--- src/tkd_defines.svh ---
// constants for the touch key detect and run mode block
`ifndef TKD_DEFINES_SVH
`define TKD_DEFINES_SVH
`define TKD_CLK_MHZ 40
`define TKD_BURST_CYCLES 8'h40
`define TKD_PHASE_CLKS 4'h4
`define TKD_FAST_GAP_US 1000
`define TKD_FAST_GAP_CLKS (`TKD_FAST_GAP_US * `TKD_CLK_MHZ)
`define TKD_LP_GAP_MS 80
`define TKD_LP_GAP_CLKS (`TKD_LP_GAP_MS * 1000 * `TKD_CLK_MHZ)
`define TKD_THRESH 16'h000a
`define TKD_HYST 16'h0002
`define TKD_DI_LIMIT 3'h4
`define TKD_MAX_ON_BURSTS 16'h02ee
`define TKD_DRIFT_BURSTS 8'h10
`define TKD_PIN_IDLE 4'ha
`endif

--- src/tkd_pkg.sv ---
// types for the touch key detect block
package tkd_pkg;
   typedef enum logic [3:0] {
      TKD_ST_CAL = 4'h1,
      TKD_ST_BURST = 4'h2,
      TKD_ST_EVAL = 4'h4,
      TKD_ST_WAIT = 4'h8
   } tkd_state_t;
endpackage : tkd_pkg

--- src/tkd_burst_if.sv ---
// interface between sequencer and burst engine
`timescale 1ns/1ps
interface tkd_burst_if;
   logic start;
   logic done;
   logic [15:0] count;
   modport ctrl (output start, input done, input count);
   modport engine (input start, output done, output count);
endinterface : tkd_burst_if

--- src/tkd_burst.sv ---
// charge-transfer burst engine: pulses the sense pins and counts transfers
`timescale 1ns/1ps
`include "tkd_defines.svh"
module tkd_burst (
   // clock and reset
   input wire logic sys_clk,
   input wire logic rst_n,
   // sequencer side
   tkd_burst_if.engine bus,
   // sense pins
   output logic sense_key_pin_o,
   output logic sense_key_pin_oe_n,
   output logic sense_cap_pin_o,
   output logic sense_cap_pin_oe_n,
   input wire logic sense_cap_pin_i
);
   logic [7:0] cyc_reg;
   logic [3:0] ph_reg;
   logic busy_reg;
   logic [15:0] acc_reg;
   logic done_reg;
   wire ph_end = (ph_reg == `TKD_PHASE_CLKS - 4'h1);
   wire last_cyc = (cyc_reg == `TKD_BURST_CYCLES - 8'h01);
   // phases 0 and 1 charge key while cap floats, phases 2 and 3 drive cap low; cap read at end of phase 3
   wire charge_ph = busy_reg && (ph_reg < 4'h2);
   always_ff @(posedge sys_clk)
   begin
      if (!rst_n)
      begin
         cyc_reg <= 8'h00;
         ph_reg <= 4'h0;
         busy_reg <= 1'b0;
         acc_reg <= 16'h0000;
         done_reg <= 1'b0;
      end
      else
      begin
         done_reg <= 1'b0;
         if (bus.start && !busy_reg)
         begin
            busy_reg <= 1'b1;
            cyc_reg <= 8'h00;
            ph_reg <= 4'h0;
            acc_reg <= 16'h0000;
         end
         else if (busy_reg)
         begin
            ph_reg <= ph_end ? 4'h0 : ph_reg + 4'h1;
            if (ph_end)
            begin
               // repeated transfers; count those that leave the cap below trip
               acc_reg <= acc_reg + {15'h0000, ~sense_cap_pin_i};
               cyc_reg <= cyc_reg + 8'h01;
               if (last_cyc)
               begin
                  busy_reg <= 1'b0;
                  done_reg <= 1'b1;
               end
            end
         end
      end
   end
   assign bus.done = done_reg;
   assign bus.count = acc_reg;
   assign sense_key_pin_o = charge_ph;
   assign sense_key_pin_oe_n = ~busy_reg;
   assign sense_cap_pin_o = 1'b0;
   assign sense_cap_pin_oe_n = charge_ph || !busy_reg;
endmodule : tkd_burst

--- src/tkd_touch_key.sv ---
// touch key sequencer: run mode, detection, consensus filter and output
`timescale 1ns/1ps
`include "tkd_defines.svh"
module tkd_touch_key #(
   parameter int FAST_GAP_CLKS = `TKD_FAST_GAP_CLKS,
   parameter int LP_GAP_CLKS = `TKD_LP_GAP_CLKS
) (
   // clock and reset
   input wire logic sys_clk,
   input wire logic rst_n,
   // mode input
   input wire logic mode_sync_i,
   // sense pins
   output logic sense_key_pin_o,
   output logic sense_key_pin_oe_n,
   output logic sense_cap_pin_o,
   output logic sense_cap_pin_oe_n,
   input wire logic sense_cap_pin_i,
   // detect and mode outputs
   output logic detect_o,
   output logic fast_mode_o
);
   tkd_burst_if bif ();
   tkd_pkg::tkd_state_t state_reg, state_next;
   logic [31:0] gap_reg;
   logic [15:0] ref_reg;
   logic [2:0] consensus_counter;
   logic det_reg;
   logic out_reg;
   logic fast_reg;
   logic low_power_sleep_mode;
   logic [15:0] on_reg;
   logic [7:0] drift_reg;
   logic start_reg;
   logic key_px_o, key_px_oe_n, cap_px_o, cap_px_oe_n;

   tkd_burst u_burst (
      .sys_clk(sys_clk),
      .rst_n(rst_n),
      .bus(bif.engine),
      .sense_key_pin_o(key_px_o),
      .sense_key_pin_oe_n(key_px_oe_n),
      .sense_cap_pin_o(cap_px_o),
      .sense_cap_pin_oe_n(cap_px_oe_n),
      .sense_cap_pin_i(sense_cap_pin_i)
   );
   assign bif.start = start_reg;

   // state decodes shared by the sequencer and the filter
   function automatic logic tkd_in_state(input tkd_pkg::tkd_state_t cur, input tkd_pkg::tkd_state_t want);
      tkd_in_state = (cur == want);
   endfunction : tkd_in_state
   wire in_cal = tkd_in_state(state_reg, tkd_pkg::TKD_ST_CAL);
   wire in_eval = tkd_in_state(state_reg, tkd_pkg::TKD_ST_EVAL);
   wire in_wait = tkd_in_state(state_reg, tkd_pkg::TKD_ST_WAIT);
   wire cal_done = in_cal && bif.done;
   wire gap_zero = in_wait && (gap_reg == 32'h0);

   // touch loads the key so fewer transfers stay below trip: delta is ref minus count
   wire [15:0] cnt = bif.count;
   wire [15:0] delta = (ref_reg > cnt) ? ref_reg - cnt : 16'h0000;
   // hysteresis: after a hit, hold until delta falls two below threshold
   wire hit_on = (delta >= `TKD_THRESH);
   wire hit_hold = (delta > `TKD_THRESH - `TKD_HYST);
   wire hit = det_reg ? hit_hold : hit_on;
   wire confirm = (consensus_counter == `TKD_DI_LIMIT - 3'h1) && hit;
   wire max_on = out_reg && (on_reg == `TKD_MAX_ON_BURSTS);
   // resolving is any nonzero counter with output still low
   wire resolving = (consensus_counter != 3'h0) && !out_reg;
   // high selects fast, low selects low-power unless a detection is resolving; sync pulses not supported
   wire want_fast = mode_sync_i || resolving;
   // the gap after a first hit is already short: judge this evaluation, not the old counter
   wire resolve_now = in_eval && hit && !confirm && !out_reg;
   wire gap_fast = mode_sync_i || resolve_now;
   wire [31:0] gap_len = gap_fast ? FAST_GAP_CLKS : LP_GAP_CLKS;

   always_comb
   begin
      state_next = state_reg;
      unique case (state_reg)
         tkd_pkg::TKD_ST_CAL:
         begin
            if (bif.done)
               state_next = tkd_pkg::TKD_ST_WAIT;
         end
         tkd_pkg::TKD_ST_BURST:
         begin
            if (bif.done)
               state_next = tkd_pkg::TKD_ST_EVAL;
         end
         tkd_pkg::TKD_ST_EVAL:
         begin
            // an output held past the on-duration limit forces a full recalibration
            if (max_on)
               state_next = tkd_pkg::TKD_ST_CAL;
            else
               state_next = tkd_pkg::TKD_ST_WAIT;
         end
         tkd_pkg::TKD_ST_WAIT:
         begin
            if (gap_zero)
               state_next = tkd_pkg::TKD_ST_BURST;
         end
         default: state_next = tkd_pkg::TKD_ST_CAL;
      endcase
   end

   always_ff @(posedge sys_clk)
   begin
      if (!rst_n)
      begin
         state_reg <= tkd_pkg::TKD_ST_CAL;
         start_reg <= 1'b1;
         gap_reg <= 32'h0;
      end
      else
      begin
         state_reg <= state_next;
         start_reg <= (state_next != state_reg) &&
            (state_next == tkd_pkg::TKD_ST_BURST || state_next == tkd_pkg::TKD_ST_CAL);
         if (in_eval || in_cal)
            gap_reg <= gap_len - 32'h1;
         else if (gap_reg != 32'h0)
            gap_reg <= gap_reg - 32'h1;
      end
   end

   // filter next values; the registers below load them once per evaluated burst
   wire [2:0] counter_step = (consensus_counter != `TKD_DI_LIMIT) ? consensus_counter + 3'h1 : consensus_counter;
   wire [2:0] counter_next = hit ? counter_step : 3'h0;
   // output held by hysteresis, dropped by a miss or the on-duration limit
   wire out_next = confirm || (out_reg && hit && !max_on);
   wire [15:0] on_next = out_reg ? on_reg + 16'h0001 : 16'h0000;
   // slow drift tracking only while nothing is detected; a touch must not be learned away
   wire drift_idle = !hit && (consensus_counter == 3'h0);
   wire drift_due = (drift_reg == `TKD_DRIFT_BURSTS);
   wire [15:0] ref_up = ref_reg + 16'h0001;
   wire [15:0] ref_down = ref_reg - 16'h0001;
   wire [15:0] ref_drift = (cnt > ref_reg) ? ref_up : ((cnt < ref_reg) ? ref_down : ref_reg);
   wire [7:0] drift_next = drift_due ? 8'h00 : drift_reg + 8'h01;

   // consensus counter and hit memory
   always_ff @(posedge sys_clk)
   begin
      if (!rst_n || cal_done)
      begin
         consensus_counter <= 3'h0;
         det_reg <= 1'b0;
      end
      else if (in_eval)
      begin
         consensus_counter <= counter_next;
         det_reg <= hit;
      end
   end

   // detect output and its on-duration timer; recalibration drops the output
   always_ff @(posedge sys_clk)
   begin
      if (!rst_n || cal_done)
      begin
         out_reg <= 1'b0;
         on_reg <= 16'h0000;
      end
      else if (in_eval)
      begin
         out_reg <= out_next;
         on_reg <= on_next;
      end
   end

   // reference: taken whole at calibration, then nudged one count per drift period
   always_ff @(posedge sys_clk)
   begin
      if (!rst_n)
      begin
         ref_reg <= 16'h0000;
         drift_reg <= 8'h00;
      end
      else if (cal_done)
         ref_reg <= cnt;
      else if (in_eval && drift_idle)
      begin
         drift_reg <= drift_next;
         if (drift_due)
            ref_reg <= ref_drift;
      end
   end

   always_ff @(posedge sys_clk)
   begin
      if (!rst_n)
      begin
         detect_o <= 1'b0;
         fast_reg <= 1'b0;
      end
      else
      begin
         detect_o <= out_reg;
         fast_reg <= want_fast;
      end
   end
   assign low_power_sleep_mode = !fast_reg;
   assign fast_mode_o = !low_power_sleep_mode;

   // pin drive re-timed so every pin comes straight from a flop, one clock behind the engine
   wire [3:0] pin_px = {cap_px_oe_n, cap_px_o, key_px_oe_n, key_px_o};
   localparam logic [3:0] PIN_IDLE = `TKD_PIN_IDLE;
   logic pin_reg [0:3];
   genvar gi;
   generate
      for (gi = 0; gi < 4; gi = gi + 1)
      begin : g_pin
         // released pins sit with enable high and level low
         always_ff @(posedge sys_clk)
         begin
            if (!rst_n)
               pin_reg[gi] <= PIN_IDLE[gi];
            else
               pin_reg[gi] <= pin_px[gi];
         end
      end
   endgenerate
   assign sense_key_pin_o = pin_reg[0];
   assign sense_key_pin_oe_n = pin_reg[1];
   assign sense_cap_pin_o = pin_reg[2];
   assign sense_cap_pin_oe_n = pin_reg[3];
endmodule : tkd_touch_key

--- config.mk ---
export PLATFORM = sky130hd
export DESIGN_NAME = tkd_touch_key
export DESIGN_NICKNAME = d
export VERILOG_FILES = /design/src/tkd_pkg.sv /design/src/tkd_burst_if.sv /design/src/tkd_burst.sv /design/src/tkd_touch_key.sv
export VERILOG_INCLUDE_DIRS = /design/src
export SDC_FILE = /design/constraint.sdc
export NUM_CORES = 1
export LEC_CHECK = 0
export ABC_AREA = 1
export BUFFER_PORTS_ARGS = -buffer_cell sky130_fd_sc_hd__buf_2
export CORE_ASPECT_RATIO = 1.4
export CORE_MARGIN = 4
export CORE_UTILIZATION = 29
export CTS_BUF_LIST = sky130_fd_sc_hd__clkbuf_8
export CTS_CLUSTER_DIAMETER = 150
export CTS_CLUSTER_SIZE = 24
export DETAILED_ROUTE_END_ITERATION = 10
export PLACE_DENSITY = 0.43
export RECOVER_POWER = 50
export SYNTH_ARGS = -nofsm -noshare
export SYNTH_HDL_FRONTEND = slang
export SYNTH_SLANG_ARGS = --single-unit
--- constraint.sdc ---
create_clock -name sys_clk -period 9.85 [get_ports sys_clk]
set_clock_uncertainty 0.2 [all_clocks]
set_input_delay 0.985 -clock sys_clk [delete_from_list [all_inputs] [get_ports sys_clk]]
set_output_delay 0.985 -clock sys_clk [all_outputs]
set_load 0.05 [all_outputs]
==> results of run 1 <==
-- metal layers --
metal | track usage | vias up | part of all wire
met5 | 0 | - | 0
met4 | 0.0479 | 0 | 0.018
li1 | - | 3685 | -
met1 | 0.159 | 3084 | 0.43
met3 | 0.0248 | 24 | 0.016
met2 | 0.274 | 51 | 0.54
-- power groups by stage --
stage / clock, mW / combinational (mW) / sequential (mW)
after CTS: 0.455 / 0.0378 / 0.488
final: 0.435 / 0.0362 / 0.488
after global routing: 0.471 / 0.0413 / 0.489
after global placement: 0 / 0.0376 / 0.499
after detailed placement: 0 / 0.0377 / 0.499
after floorplan: 0 / 0.0247 / 0.500
-- Yosys cell counts, types with 3 or more instances --
library cell  count
nand3b_1          9
clkbuf_1         15
nor3_2            3
xor2_1           25
nand3_2           3
nand2_2           4
nand2_1         216
a211oi_1          7
nand4_1          23
dfxtp_1         118
o21a_1            5
inv_2             8
o21ai_0          60
a31oi_1           5
o31ai_1           3
nor2_4            4
nor2_1          124
nand3_1          81
nor3_1           36
a21oi_1         101
o211ai_1          5
or2_2             6
nor4_1            7
inv_1           163
ha_1             42
a21o_1            3
xnor2_1           4
-- layout make-up --
type	count	area share
Multi-Input combinational cell	800	0.528
Sequential cell	118	0.291
Inverter	173	0.0799
Tap cell	315	0.0485
Clock buffer	19	0.0322
Clock inverter	12	0.0139
Timing Repair Buffer	13	0.00678
-- worst max-delay path, stage by stage (launching register included) --
cell	delay, ps
dfxtp_1	430
inv_1	70
ha_1	200
fa_1	400
inv_1	90
nand2_1	70
nand2_1	150
nand3_2	100
nand2_2	80
nand3_1	90
nand2_1	570
ha_1	410
nand3_1	100
nand3_1	110
a21oi_1	290
o21ai_0	180
a21boi_0	260
inv_1	80
or2_2	270
nand3_1	60
o21ai_0	100
nand2_1	110
a21oi_1	60
-- cells by family (layout without fill, tap and decap cells) --
kind of cell / count (synthesis) / count (layout) / synth area share
fa+ha+maj: 44 / 44 / 0.0764
other cells: 1 / 1 / 0.000507
xor+xnor: 29 / 29 / 0.0343
compound gates: 200 / 200 / 0.148
buf+inv: 192 / 217 / 0.0988
simple gates: 526 / 526 / 0.323
flops: 118 / 118 / 0.319
-- final timing paths --
path | from | end | slack, ps | cells past startpoint
max | ref_reg[0] | ref_reg[10] | 5170 | 22
min | u_burst.cyc_reg[7] | u_burst.cyc_reg[7] | 250 | 1
max reg2reg | ref_reg[0] | ref_reg[10] | 5170 | 22
min reg2reg | u_burst.cyc_reg[7] | u_burst.cyc_reg[7] | 250 | 1
-- per-stage QoR --
stage           util  cells
3_3_place_gp   0.312   1419
3_5_place_dp   0.312   1419
2_1_floorplan      -   1110
5_1_grt        0.326   1450
6_report       0.326   1450
4_1_cts        0.327   1450
==> summary.txt, run 1 <==
Pleak - 3.70 nW
Diodes inserted - 0
Die area - 28,200 um2
Hold buffers post-CTS - 0
Setup violators final - 0
MaxCap Viol Count - 1
Most frequent cells in the layout - nand2_1, inv_1, nor2_1
Area occupied by multi-input gates - 4290 um2
Clock Path Buffers - 2
Required @ worst endpoint - 9890 ps
Yosys top cell by area - dfxtp_1
PostCTS Resize Cnt - 0
Final Power - 0.959 mW
Pre-CTS WS - 5230 ps
Nets - 1,171
Final instance area - 8130 um2
Post-synth EDFFs - 0
Top cell type's share of synthesized area - 0.319
Cells after Synth - 1,110
Ys async rst share - 0
Reg clk slew, reported paths - 70 ps
Final min period - 4680 ps
Register area share after synthesis - 0.319
Pwr Density - 118 nW/um2
Worst Path Max Fanout - 17
Vias - 6,844
Reg power frac - 0.509
CTS HTree Levels - 4
Commonest non-fill, non-tap cell in the layout - nand2_1
Clock Power Share - 0.453
Register area - 2360 um2
Worst hold slack - 249 ps
Worst-Skew Late Latency - 450 ps
Final setup TNS - 0 ps
Area contributors post-synth - dfxtp_1, nand2_1, inv_1
Ys Warns - 0
Max reg flops - 32
CP Capture Type - flop
Status - finished with violations
Vert. Die Dim - 197 um
Period utilization - 0.475
Root buffer cell - clkbuf_8
Post-synthesis register bit count - 118
Worst Hold Class - flop to flop
Post-CTS setup buffer count - 0
Maximum VDD drop - 0.0608 mV
Post-Syn Nets - 1,158
Num ports - 10
Failing checks - capacitance limit, slew limit
Fin. Hold Viols - 0
Global-route wire length before repair - 32,700 um
Worst-Margin Slew - 2270 ps
Total gr overflow - 0
Synth Cell Area - 7400 um2
Tot GR Track Use - 0.144
Inserted Clock Buffers - 17
Comb power frac - 0.038
Initial cell density of the core - 0.297
PnR worst setup slack - 5170 ps
CP Class - flop to flop
Post-synthesis cell type count - 49
Vias/cell - 4.72
Routability Congestion - 0.819
Area Growth Syn to Fin - 9.83%
Crit path DAT - 4720 ps
Routed WL - 19,400 um
Remaining DRCs - 0
Synth Area per Inst - 6.67 um2
Initial antenna violation count - 0
Die X - 143 um
Initial DRC Count - 309
DP Area - 7790 um2
Vias in the first global route - 6,753
Critical path launch point type - flop
Psw - 0.235 mW
Num rows - 68
IO buf count - 9
Sw frac - 0.245
Headroom to the max-slew limit - -0.511
Placeable Area - 24,900 um2
Post-route ant nets - 0
Proportion of layout cells with a drive suffix above 1 - 0.0590
Highest Clock Rate - 214 MHz
Post-synth top flop - dfxtp_1
Fillers - 2,792
1st-pass router iterations - 4
CTS Sinks - 118
WL/cell - 13.4 um
Largest net degree at the start of global routing - 44
RSZ-0062 raised after global routing - false
P_int - 0.724 mW
Final HPWL DP - 15,000 um
Pins Over Slew Limit - 44
TritonCTS clock tree - built
(Power assumes the default switching activity.)
==> run 2, diff against run 1 <==
--- a/config.mk
+++ b/config.mk
@@ -6,7 +6,7 @@
 export SDC_FILE = /design/constraint.sdc
 export NUM_CORES = 1
 export LEC_CHECK = 0
-export ABC_AREA = 1
+export ABC_AREA = 0
 export BUFFER_PORTS_ARGS = -buffer_cell sky130_fd_sc_hd__buf_2
 export CORE_ASPECT_RATIO = 1.4
 export CORE_MARGIN = 4
@@ -15,7 +15,7 @@
 export CTS_CLUSTER_DIAMETER = 150
 export CTS_CLUSTER_SIZE = 24
 export DETAILED_ROUTE_END_ITERATION = 10
-export PLACE_DENSITY = 0.43
+export PLACE_DENSITY = 0.44
 export RECOVER_POWER = 50
 export SYNTH_ARGS = -nofsm -noshare
 export SYNTH_HDL_FRONTEND = slang
==> constraint.sdc (replaced) <==
create_clock -name sys_clk -period 3.75 [get_ports sys_clk]
set_clock_uncertainty 0.2 [all_clocks]
set_input_delay 0.375 -clock sys_clk [delete_from_list [all_inputs] [get_ports sys_clk]]
set_output_delay 0.375 -clock sys_clk [all_outputs]
set_load 0.05 [all_outputs]
==> summary.txt, run 2 <==
Post-synthesis register bit count - 118
Worst Hold Class - input port to flop
Comb power frac - 0.028
Placeable Area - 23,400 um2
TritonCTS clock tree - built
Maximum VDD drop - 0.241 mV
Sw frac - 0.227
Synth Area per Inst - 8.07 um2
Worst hold slack - 98.4 ps
Initial DRC Count - 235
Diodes inserted - 0
CTS HTree Levels - 4
Pre-CTS WS - -782 ps
P_int - 2.06 mW
Psw - 0.608 mW
Cells after Synth - 860
Commonest non-fill, non-tap cell in the layout - buf_4
Crit path DAT - 4500 ps
Initial cell density of the core - 0.297
Pins Over Slew Limit - 0
Post-synthesis cell type count - 69
CP top delay family - compound AO/OA/AOI/OAI gates
Final min period - 4370 ps
Final setup TNS - -3360 ps
Pleak - 3.75 nW
Remaining DRCs - 0
DP Area - 8400 um2
Vias/cell - 4.81
Crit-path max cell delay - 340 ps
Synth Cell Area - 6940 um2
Ys async rst share - 0
Num rows - 66
Setup violators final - 10
PnR worst setup slack - -617 ps
Slowest cell on crit path - dfxtp_2
Proportion of layout cells with a drive suffix above 1 - 0.252
Ys Warns - 0
Status - finished with violations
Routability Congestion - 0.823
Clock Power Share - 0.493
Reg clk slew, reported paths - 70 ps
Die area - 26,500 um2
Post-synth EDFFs - 0
Inserted Clock Buffers - 17
Vias - 6,372
Highest Clock Rate - 229 MHz
Period utilization - 1.16
Fin. Hold Viols - 0
Tot GR Track Use - 0.143
Final instance area - 9200 um2
Fillers - 2,442
Cell mode on critical path - a21o_1
CP Capture Type - flop
Required @ worst endpoint - 3880 ps
WL/cell - 14.0 um
Area contributors post-synth - dfxtp_1, ha_1, nor2_1
Final Core Density - 0.393
Top-count cell post-synth - dfxtp_1
Largest net degree at the start of global routing - 23
Vert. Die Dim - 191 um
Pwr Density - 291 nW/um2
Vias in the first global route - 6,407
1st-pass router iterations - 4
Post-route ant nets - 0
Post-Syn Nets - 908
Worst-Skew Late Latency - 440 ps
RSZ-0062 raised after global routing - true
Final Power - 2.67 mW
Yosys top cell by area - dfxtp_1
Reg-to-reg startpoint - u_burst.bus.count[7]
Final non-filler cell total - 1,324
Final HPWL DP - 13,800 um
Reg power frac - 0.478
Initial antenna violation count - 0
Crit. Startpoint - u_burst.bus.count[7]
Worst Path Max Fanout - 6
Hold path start - mode_sync_i
Post-synth top cells - dfxtp_1, nor2_1, nand2_1, a21oi_1, xnor2_1
Critical path, cell by cell - inv_2 > ha_4 > a211oi_4 > o221ai_2 > a221o_1 > a21o_1 > a221oi_4 > inv_4 > buf_4 > ha_1 > o21a_1 > nor2_1 > o31a_1 > a211o_1 > o21ai_2 > a21o_1 > a21oi_2 > xnor2_1 > nor4b_1 > a311o_1
Num ports - 10
Nets - 1,053
Critical path launch point type - flop
Max reg flops - 32
Hold buffers post-CTS - 0
Routed WL - 18,600 um
Total gr overflow - 0
CP Class - flop to flop
Die X - 139 um
Worst-Margin Slew - 803 ps
Inst Count DP - 1,278
Post-synth top flop - dfxtp_1
Register area share after synthesis - 0.341
MaxCap Viol Count - 0
Buffers & Inverters on Critical Path - 3
Headroom to the max-slew limit - 0.464
Root buffer cell - clkbuf_8
Most frequent cells in the layout - buf_4, dfxtp_1, nor2_1
IO buf count - 9
Area Growth Syn to Fin - 32.6%
Failing checks - setup timing
Clock Path Buffers - 2
CTS Sinks - 118
Global-route wire length before repair - 30,800 um
Top cell type's share of synthesized area - 0.341
-- run 2: tightest hold or removal path: stages --
cell	delay, ps
buf_2	130
nor2_1	110
nor2_1	70
-- run 2: layout make-up --
type / instances / area [um2] / share of cell area
clock buffer: 20 / 275 / 0.0299
clock inverter: 12 / 174 / 0.0189
inverter: 43 / 164 / 0.0178
multi-input combinational: 664 / 4620 / 0.503
sequential: 118 / 2380 / 0.258
tap: 306 / 383 / 0.0416
timing repair buffer: 161 / 1200 / 0.131
-- run 2: power by group through the flow --
stage / sequential, mW / combinational [mW] / clock [mW]
after global placement: 1.31 / 0.0786 / 0
final: 1.28 / 0.0760 / 1.32
after global routing: 1.28 / 0.0846 / 1.41
after detailed placement: 1.31 / 0.0789 / 0
after CTS: 1.28 / 0.0796 / 1.37
after floorplan: 1.31 / 0.0478 / 0
-- run 2: layer usage --
metal  vias up  GRT usage  part of all wire
li1       3331          -                 -
met1      2961      0.156              0.42
met2        56      0.269              0.52
met3        24     0.0265             0.021
met4         0     0.0580             0.031
met5         -          0                 0
-- run 2: path summary, 6_finish.rpt --
| path | endpoint | slack (ps) | cells after the start |
|---|---|---|---|
| worst max-delay path | ref_reg[15] | -620 | 20 |
| worst min-delay path | fast_mode_o | 100 | 3 |
| worst max register to register | ref_reg[15] | -620 | 20 |
| worst min register to register | consensus_counter[0] | 280 | 2 |
-- run 2: logic make-up after synthesis --
logic type | share of synthesized area
AO/OA/AOI/OAI | 0.173
XOR/XNOR | 0.104
adder cells (fa/ha/maj) | 0.0815
buffers and inverters | 0.0442
flip-flops | 0.341
multiplexers | 0.0130
other | 0.000541
AND/OR/NAND/NOR | 0.244
-- run 2: timing repair --
item | in CTS | in global routing
cloned | 1 | 0
endpoints found under the setup margin | 29 | 30
resized for setup | 21 | 38
pin swaps | 26 | 35
buffers inserted | 12 | 8
